## src/gdio_pkg.sv

```systemverilog
// Constants for the general digital I/O port: register map, fields, reset values, bus codes
package gdio_pkg;
  localparam int PIN_COUNT = 8;
  localparam int AXI_ADDR_W = 8;
  localparam int AXI_DATA_W = 32;
  localparam int AXI_STRB_W = 4;
  // Register byte offsets
  localparam logic [AXI_ADDR_W-1:0] OFS_PORT_IN = 8'h00;
  localparam logic [AXI_ADDR_W-1:0] OFS_PORT_DIR = 8'h04;
  localparam logic [AXI_ADDR_W-1:0] OFS_PORT_OUT_VAL = 8'h08;
  localparam logic [AXI_ADDR_W-1:0] OFS_MCU_CTRL = 8'h0C;
  // Field positions
  localparam int PULLUP_OFF_BIT = 0;
  localparam int BYTE0_STRB = 0;
  // Reset values
  localparam logic [PIN_COUNT-1:0] RST_PORT_DIR = 8'h00;
  localparam logic [PIN_COUNT-1:0] RST_PORT_OUT_VAL = 8'h00;
  localparam logic RST_PULLUP_OFF = 1'b0;
  // Response codes
  localparam logic [1:0] RESP_OKAY = 2'h0;
  localparam logic [1:0] RESP_SLVERR = 2'h2;
  // Register selector
  typedef enum logic [2:0] {
    GDIO_SEL_IN,
    GDIO_SEL_DIR,
    GDIO_SEL_OUT,
    GDIO_SEL_CTRL,
    GDIO_SEL_NONE
  } gdio_sel_t;
  // Answer latency of the bus slave, in clock cycles after both write halves are taken
  localparam int WR_RESP_CYCLES = 1;
endpackage : gdio_pkg

```

## src/gdio_port.sv

```systemverilog
// One eight-pin general digital I/O port with an AXI4-Lite register slave
//
// Chosen here: the placing of the registers and the AXI4-Lite slave port.
`timescale 1ns/1ps
// How it works
// RQ1: Direction bit one drives the pad; zero leaves the pin as input.
// RQ2: Input pin with output-value one gets pull-up unless pull-ups globally disabled.
// RQ3: Pull-up is off when output-value is zero or pin is an output.
// RQ4: Reset asynchronously tri-states all pins, no clock needed.
// RQ5: Output pin drives pad high for value one, low for zero.
// RQ6: Writing one to pin-input register toggles output-value bit; zero does nothing.
// RQ7: Global pull-up disable set keeps input pin with value one floating.
// RQ8: Software passes via pull-up input or output low between tri-state and high.
// RQ9: Software passes via tri-state or output high between pull-up and low.
// RQ10: Pad level is readable in pin-input register whatever the direction.
// RQ11: Input latched on clock fall, captured into pin-input register on rise.
// RQ12: Pad change appears in pin-input register after half to one-and-half periods.
// RQ13: Software-driven pin value reaches pin-input register one period after write.
// RQ14: Software inserts one idle cycle between pin write and read-back.
// RQ15: Deep sleep clamps each digital input to ground before the synchroniser.
// RQ16: Clamp is bypassed for pins whose external interrupt is enabled.
// RQ17: Clamped high pin shows a rising change on wake for interrupt logic.
// RQ18: Strobes shared by port pins; clock, sleep and pull-up disable shared.
// RQ19: Pin-input register stores nothing; direction and value registers read/write.
// RQ20: Pad controls come from registered bits without added latency.
// RQ21: Direction and output-value reset to zero: input, no pull-up.
module gdio_port
  import gdio_pkg::*;
(
  input wire logic mclk, // System clock, 25 MHz
  input wire logic resetn, // Asynchronous reset, active low
  input wire logic [gdio_pkg::AXI_ADDR_W-1:0] s_axi_awaddr, // Write address
  input wire logic s_axi_awvalid, // Write address valid
  output logic s_axi_awready, // Write address ready
  input wire logic [gdio_pkg::AXI_DATA_W-1:0] s_axi_wdata, // Write data
  input wire logic [gdio_pkg::AXI_STRB_W-1:0] s_axi_wstrb, // Write byte strobes
  input wire logic s_axi_wvalid, // Write data valid
  output logic s_axi_wready, // Write data ready
  output logic [1:0] s_axi_bresp, // Write response
  output logic s_axi_bvalid, // Write response valid
  input wire logic s_axi_bready, // Write response ready
  input wire logic [gdio_pkg::AXI_ADDR_W-1:0] s_axi_araddr, // Read address
  input wire logic s_axi_arvalid, // Read address valid
  output logic s_axi_arready, // Read address ready
  output logic [gdio_pkg::AXI_DATA_W-1:0] s_axi_rdata, // Read data
  output logic [1:0] s_axi_rresp, // Read response
  output logic s_axi_rvalid, // Read data valid
  input wire logic s_axi_rready, // Read data ready
  input wire logic [gdio_pkg::PIN_COUNT-1:0] pad_in, // Pad level seen at each pin
  output logic [gdio_pkg::PIN_COUNT-1:0] pad_out, // Level driven onto each pad
  output logic [gdio_pkg::PIN_COUNT-1:0] pad_oe, // Pad driver enable, high drives
  output logic [gdio_pkg::PIN_COUNT-1:0] pad_pullup, // Internal pull-up enable
  input wire logic sleep_clamp, // Deep sleep clamp request, shared by all ports
  input wire logic [gdio_pkg::PIN_COUNT-1:0] ext_int_en, // External interrupt enabled per pin
  output logic global_pullup_off // Pull-up disable, fanned out to other ports
);
  import gdio_pkg::*;

  logic [PIN_COUNT-1:0] port_dir_reg;
  logic [PIN_COUNT-1:0] port_out_val_reg;
  logic [PIN_COUNT-1:0] port_in_reg;
  logic [PIN_COUNT-1:0] sync_latch;
  logic [PIN_COUNT-1:0] pin_di;
  logic [AXI_ADDR_W-1:0] wr_addr;
  logic [AXI_DATA_W-1:0] wr_data;
  logic [AXI_STRB_W-1:0] wr_strb;
  logic do_wr;
  gdio_sel_t wr_sel;
  logic [PIN_COUNT-1:0] next_dir;
  logic [PIN_COUNT-1:0] next_out;
  logic next_pullup_off;

  function automatic gdio_sel_t decode_sel(input logic [AXI_ADDR_W-1:0] addr);
    gdio_sel_t sel;
    sel = GDIO_SEL_NONE;
    if (addr == OFS_PORT_IN) begin
      sel = GDIO_SEL_IN;
    end else if (addr == OFS_PORT_DIR) begin
      sel = GDIO_SEL_DIR;
    end else if (addr == OFS_PORT_OUT_VAL) begin
      sel = GDIO_SEL_OUT;
    end else if (addr == OFS_MCU_CTRL) begin
      sel = GDIO_SEL_CTRL;
    end
    return sel;
  endfunction : decode_sel

  // Write channel: address and data taken in either order, one write in flight
  always_ff @(posedge mclk or negedge resetn) begin
    if (!resetn) begin
      s_axi_awready <= 1'b1;
      wr_addr <= 8'h00;
    end else if (s_axi_awvalid && s_axi_awready) begin
      s_axi_awready <= 1'b0;
      wr_addr <= s_axi_awaddr;
    end else if (s_axi_bvalid && s_axi_bready) begin
      s_axi_awready <= 1'b1;
    end
  end

  always_ff @(posedge mclk or negedge resetn) begin
    if (!resetn) begin
      s_axi_wready <= 1'b1;
      wr_data <= 32'h00000000;
      wr_strb <= 4'h0;
    end else if (s_axi_wvalid && s_axi_wready) begin
      s_axi_wready <= 1'b0;
      wr_data <= s_axi_wdata;
      wr_strb <= s_axi_wstrb;
    end else if (s_axi_bvalid && s_axi_bready) begin
      s_axi_wready <= 1'b1;
    end
  end

  assign do_wr = !s_axi_awready && !s_axi_wready && !s_axi_bvalid;
  assign wr_sel = decode_sel(wr_addr);

  always_ff @(posedge mclk or negedge resetn) begin
    if (!resetn) begin
      s_axi_bvalid <= 1'b0;
      s_axi_bresp <= RESP_OKAY;
    end else if (do_wr) begin
      s_axi_bvalid <= 1'b1;
      s_axi_bresp <= (wr_sel == GDIO_SEL_NONE) ? RESP_SLVERR : RESP_OKAY;
    end else if (s_axi_bready) begin
      s_axi_bvalid <= 1'b0;
    end
  end

  // Register update; the per-port strobes are the decoded write selects
  always_comb begin
    next_dir = port_dir_reg;
    next_out = port_out_val_reg;
    next_pullup_off = global_pullup_off;
    if (do_wr && wr_strb[BYTE0_STRB]) begin
      unique case (wr_sel)
        GDIO_SEL_IN: next_out = port_out_val_reg ^ wr_data[PIN_COUNT-1:0]; // [RQ6] [RQ18]
        GDIO_SEL_DIR: next_dir = wr_data[PIN_COUNT-1:0]; // [RQ19]
        GDIO_SEL_OUT: next_out = wr_data[PIN_COUNT-1:0]; // [RQ19]
        GDIO_SEL_CTRL: next_pullup_off = wr_data[PULLUP_OFF_BIT];
        GDIO_SEL_NONE: next_pullup_off = global_pullup_off;
      endcase
    end
  end

  // Pad controls register alongside the bits so no cycle is added
  always_ff @(posedge mclk or negedge resetn) begin
    if (!resetn) begin
      port_dir_reg <= RST_PORT_DIR; // [RQ21]
      port_out_val_reg <= RST_PORT_OUT_VAL; // [RQ21]
      global_pullup_off <= RST_PULLUP_OFF;
      pad_oe <= RST_PORT_DIR; // [RQ4]
      pad_out <= RST_PORT_OUT_VAL;
      pad_pullup <= {PIN_COUNT{1'b0}}; // [RQ4]
    end else begin
      port_dir_reg <= next_dir;
      port_out_val_reg <= next_out;
      global_pullup_off <= next_pullup_off; // [RQ18]
      pad_oe <= next_dir; // [RQ1] [RQ20]
      pad_out <= next_out; // [RQ5] [RQ20]
      pad_pullup <= ~next_dir & next_out & {PIN_COUNT{~next_pullup_off}}; // [RQ2] [RQ3] [RQ7] [RQ20]
    end
  end

  // Sleep clamp ahead of the synchroniser, bypassed for interrupt pins
  assign pin_di = pad_in & ~({PIN_COUNT{sleep_clamp}} & ~ext_int_en); // [RQ15] [RQ16]

  // Falling-edge stage stands in for the latch that closes while the clock is low
  always_ff @(negedge mclk or negedge resetn) begin
    if (!resetn) begin
      sync_latch <= {PIN_COUNT{1'b0}};
    end else begin
      sync_latch <= pin_di; // [RQ11] [RQ12]
    end
  end

  // Rising-edge capture; a clamped-high pin rises here on wake
  always_ff @(posedge mclk or negedge resetn) begin
    if (!resetn) begin
      port_in_reg <= {PIN_COUNT{1'b0}};
    end else begin
      port_in_reg <= sync_latch; // [RQ10] [RQ11] [RQ13] [RQ17]
    end
  end

  // Read channel: one read in flight, data registered with the answer
  always_ff @(posedge mclk or negedge resetn) begin
    if (!resetn) begin
      s_axi_arready <= 1'b1;
      s_axi_rvalid <= 1'b0;
      s_axi_rdata <= 32'h00000000;
      s_axi_rresp <= RESP_OKAY;
    end else if (s_axi_arvalid && s_axi_arready) begin
      s_axi_arready <= 1'b0;
      s_axi_rvalid <= 1'b1;
      s_axi_rresp <= RESP_OKAY;
      unique case (decode_sel(s_axi_araddr))
        GDIO_SEL_IN: s_axi_rdata <= {24'h000000, port_in_reg}; // [RQ10] [RQ19]
        GDIO_SEL_DIR: s_axi_rdata <= {24'h000000, port_dir_reg}; // [RQ19]
        GDIO_SEL_OUT: s_axi_rdata <= {24'h000000, port_out_val_reg}; // [RQ19]
        GDIO_SEL_CTRL: s_axi_rdata <= {31'h00000000, global_pullup_off};
        GDIO_SEL_NONE: begin
          s_axi_rdata <= 32'h00000000;
          s_axi_rresp <= RESP_SLVERR;
        end
      endcase
    end else if (s_axi_rvalid && s_axi_rready) begin
      s_axi_rvalid <= 1'b0;
      s_axi_arready <= 1'b1;
    end
  end
endmodule : gdio_port

```

## config.mk

```make
export PLATFORM = sky130hd
export DESIGN_NAME = gdio_port
export DESIGN_NICKNAME = d
export VERILOG_FILES = /design/src/gdio_pkg.sv /design/src/gdio_port.sv
export SDC_FILE = /design/constraint.sdc
export NUM_CORES = 1
export LEC_CHECK = 0
export ABC_AREA = 1
export BUFFER_PORTS_ARGS = -buffer_cell sky130_fd_sc_hd__buf_2
export CORE_MARGIN = 8
export CORE_UTILIZATION = 48
export CTS_CLUSTER_DIAMETER = 30
export DETAILED_ROUTE_END_ITERATION = 8
export PLACE_DENSITY = 0.8
export SYNTH_ARGS = -nofsm -noshare
export SYNTH_HDL_FRONTEND = slang
export SYNTH_SLANG_ARGS = --single-unit
```

## constraint.sdc

```tcl
create_clock -name mclk -period 1.8 [get_ports mclk]
set_input_delay 0.36 -clock mclk [delete_from_list [all_inputs] [get_ports mclk]]
set_output_delay 0.36 -clock mclk [all_outputs]
set_load 0.02 [all_outputs]
```

==> results.txt <==
----------------------------------------------------
[Clock tree]
  CTS Buf Count ... 9
  CTS H-Tree Depth ... 3
  Count of hold buffers inserted by post-cts repair ... 1
  Number of buffers on the longest clock path ... 2
  Sink Count ... 73
  Clock input transition at the sequential cells of the worst setup and hold paths ... about 0.080 ns
  Clock tree root buffer cell ... sky130_fd_sc_hd__clkbuf_8
  Post-CTS repair timing setup buffer count ... 0
  Clock latency of the later-clocked register in the worst-skew pair ... 0.34 ns
  Number of instances resized during post-cts repair ... 0
  TritonCTS clock tree ... done

[Routing]
  Detailed-route via count ... 2,773
  Average wire per cell in the routed design ... 14.0 um
  Vias per inst ... 4.64
  Drt first pass iters ... 4
  Detail Route met2 WL ... around 4200 um
  Detailed Route Iter0 Violations ... 116
  Top routing layer in use ... met4
  Final routed wirelength across all metal layers ... 8350 um
  DRC violation count after routing ... 0
  Metal-1 WL ... 3400 um
  Residual antenna-violating net count after detailed routing ... 0
  Met3 wirelength from detailed routing ... around 660 um

[Layout]
  Final Core Density ... between 50% and 60%
  Fraction of final layout cells sized beyond drive strength 1 ... 31.5%
  Finished layout cell area ... 0.00421 mm^2
  Layout overhead on the synthesized area ... 21.4%
  Number of nets in the layout ... 570
  Count of antenna diodes in the layout ... 0

[Synthesis]
  Number of register bits inferred by synthesis ... 73
  Post-Synthesis Cells ... 392
  Sequential cell area fraction in the yosys report ... 52.8%
  Top FF cell, synth ... sky130_fd_sc_hd__dfrtp_1
  Combined area of all synthesized cells ... 0.00347 mm^2
  Number of distinct library cell variants in the gate-level netlist after synthesis ... 26
  Most frequent cell after synthesis ... sky130_fd_sc_hd__nand2_1
  Synth top cells by count ... 78 x sky130_fd_sc_hd__nand2_1, 63 x sky130_fd_sc_hd__inv_1, 62 x sky130_fd_sc_hd__dfrtp_1
  Largest cells by area after synthesis ... sky130_fd_sc_hd__dfrtp_1 45%, sky130_fd_sc_hd__nand2_1 8.4%, sky130_fd_sc_hd__inv_1 6.8%
  Post-synth EDFFs ... 0
  Post-synth top area share ... 44.7%
  Share of flip-flops with an asynchronous set or reset ... 100%
  Warnings, synthesis ... 0
  Largest area contributor in the netlist ... sky130_fd_sc_hd__dfrtp_1
  Avg Cell Area, Syn ... 8.84 um^2

[Pwr]
  Leakage power of the design ... ~2.4 nW
  Power Density ... 1360 mW/mm^2
  Worst IR Drop VDD ... 0.000697 V

[Critical path]
  Slack of the worst reg-to-reg path ... about 0.19 ns
  Critical-path cell with the highest stage delay ... sky130_fd_sc_hd__dfrtp_1
  CP Capture Point ... pad_pullup[5]
  Critical path startpoint ... wr_addr[7]
  Launching point of the worst reg2reg path ... wr_addr[7]
  Worst path most repeated cell ... sky130_fd_sc_hd__nand2_1
  Logic depth of the worst register-to-register path ... 8
  Crit Path Class ... flop to flop
  Startpoint types ... flop
  Total stage count of the critical path ... 8
  Worst flop-to-flop path endpoint ... pad_pullup[5]
  Worst-path fanout max ... 8
  Buf+Inv Stages, Crit Path ... 0
  Critical path's top delay family ... simple AND/OR/NAND/NOR gates
  Worst path max stage delay ... 0.38 ns
  Worst-path cell chain ... nor2_1 -> nand3_2 -> nor2_4 -> nand2_1 -> nand2_1 -> nand2_1 -> nand2_2 -> nor2_2
  Data arrival time of the worst path ... roughly 1.8 ns
  Required time of the worst setup path ... roughly 2 ns
  Endpoint type of the worst setup path ... flop

[STA]
  Clock Skews ... 0.0142 ns
  Final critical-path required period ... between 1.5 and 2 ns
  Achievable Freq ... 623 MHz
  Final WS setup ... 0.195 ns
  Post-route worst hold slack ... 0.207 ns
  Endpoints failing setup ... 0
  Post-route fraction of the period consumed by the critical path ... approximately nine tenths
  Pins Over Slew Limit ... 0
  Final-report hold violation count ... 0
  Unrepaired setup endpoints after global routing ... no
  Worst rel slew slack ... 61.8%
  Fin Setup TNS ... 0 ns
  Worst-Margin Slew ... between 0.5 and 0.6 ns

[Floorplanning]
  Standard-cell row count ... 31
  Area enclosed by the die boundary ... 0.0102 mm^2
  Die extent in y ... 101 um
  Starting density of the core ... 48.6%
  Core area ... roughly 0.007 mm^2
  Top-Level Pins ... about 140
  Floorplan die width ... 101 um

[Global routing]
  Largest net degree at the start of global routing ... 31
  Overflow left after global routing ... 0
  Number of antenna violations at the first check in global routing ... 0
  Wire length of the first global-routing pass ... ~13,000 um
  Overall fraction of global-route tracks in use ... 16.6%
  Via count of the first global-routing pass ... 2,821

[Placed design]
  Cell area reported after detailed placement ... 0.00397 mm^2
  Detail Placement HPWL ... between 6000 and 7000 um
  Routability congestion estimate ... 0.832
  Placement-stage worst setup slack ... 0.110 ns
  Count of input and output buffers ... 88

[Outcome]
  Result of the run ... finished clean

[Worst hold path]
  Class of the most critical hold timing path ... input port to flop

[Job]
  # Max-Cap Violations ... 0

----------------------------------------------------
routing by layer:
metal	global-route usage (%)	vias up
li1	-	1374
met1	19.1	1305
met2	27.7	83
met3	4.77	11
met4	7.79	0
met5	0	-
layout by cell type, fill, tap and decap left out, types with 5 or more instances in the layout:
cell                        n
sky130_fd_sc_hd__a21boi_0   8
sky130_fd_sc_hd__a21oi_1   28
sky130_fd_sc_hd__buf_2     88
sky130_fd_sc_hd__buf_4     10
sky130_fd_sc_hd__clkbuf_8  11
sky130_fd_sc_hd__conb_1    26
sky130_fd_sc_hd__dfrtn_1    8
sky130_fd_sc_hd__dfrtp_1   62
sky130_fd_sc_hd__inv_1     63
sky130_fd_sc_hd__inv_2      5
sky130_fd_sc_hd__mux2_2     7
sky130_fd_sc_hd__nand2_1   78
sky130_fd_sc_hd__nand2_2    9
sky130_fd_sc_hd__nand3_1   19
sky130_fd_sc_hd__nor2_1    17
sky130_fd_sc_hd__nor2_2    11
sky130_fd_sc_hd__nor3_1     9
sky130_fd_sc_hd__o211ai_1   8
sky130_fd_sc_hd__o21ai_0   13
stage by stage:
step | power (mW) | std cells
global route | 6.05 | 598
CTS | 5.76 | 598
global placement | 4.21 | 581
detailed placement | 4.29 | 581
finish | 5.72 | 598
floorplan | 3.71 | 417
final cells by class:
cell class                 instances  area (um^2)
sequential                        73         1830
fill                             638         2930
clock inverter                     4         76.3
tap                               99          124
inverter                          68          255
timing repair buffer              99          526
multi-input combinational        243         1240
clock buffer                      12          155
cells by family (layout without fill, tap and decap cells):
| family | after synthesis | after routing | share of synthesized area [%] |
|---|---|---|---|
| simple gates | 153 | 153 | 21.4 |
| other cells | 1 | 26 | 0.108 |
| flops | 73 | 73 | 52.8 |
| mux | 7 | 7 | 2.27 |
| compound gates | 57 | 57 | 9.38 |
| buf+inv | 101 | 183 | 14.0 |
where the power goes:
group	total [mW]	switching [mW]	internal, mW
clock network	1.48	0.617	0.859
logic	1.88	1.26	0.613
registers	2.37	0.278	2.09
worst min path at each step:
stage,startpoint,to,slack (ns),depth (start not counted)
6_report,s_axi_bready,s_axi_bvalid,0.21,2
5_1_grt,s_axi_bready,s_axi_bvalid,0.22,2
4_1_cts,s_axi_bready,s_axi_bvalid,0.19,2
3_5_place_dp,resetn,port_in_reg[6],0.27,1
3_3_place_gp,resetn,port_in_reg[6],0.27,1
2_1_floorplan,resetn,global_pullup_off,0.06,0
No activity file was read; power rests on OpenSTA's default activity.
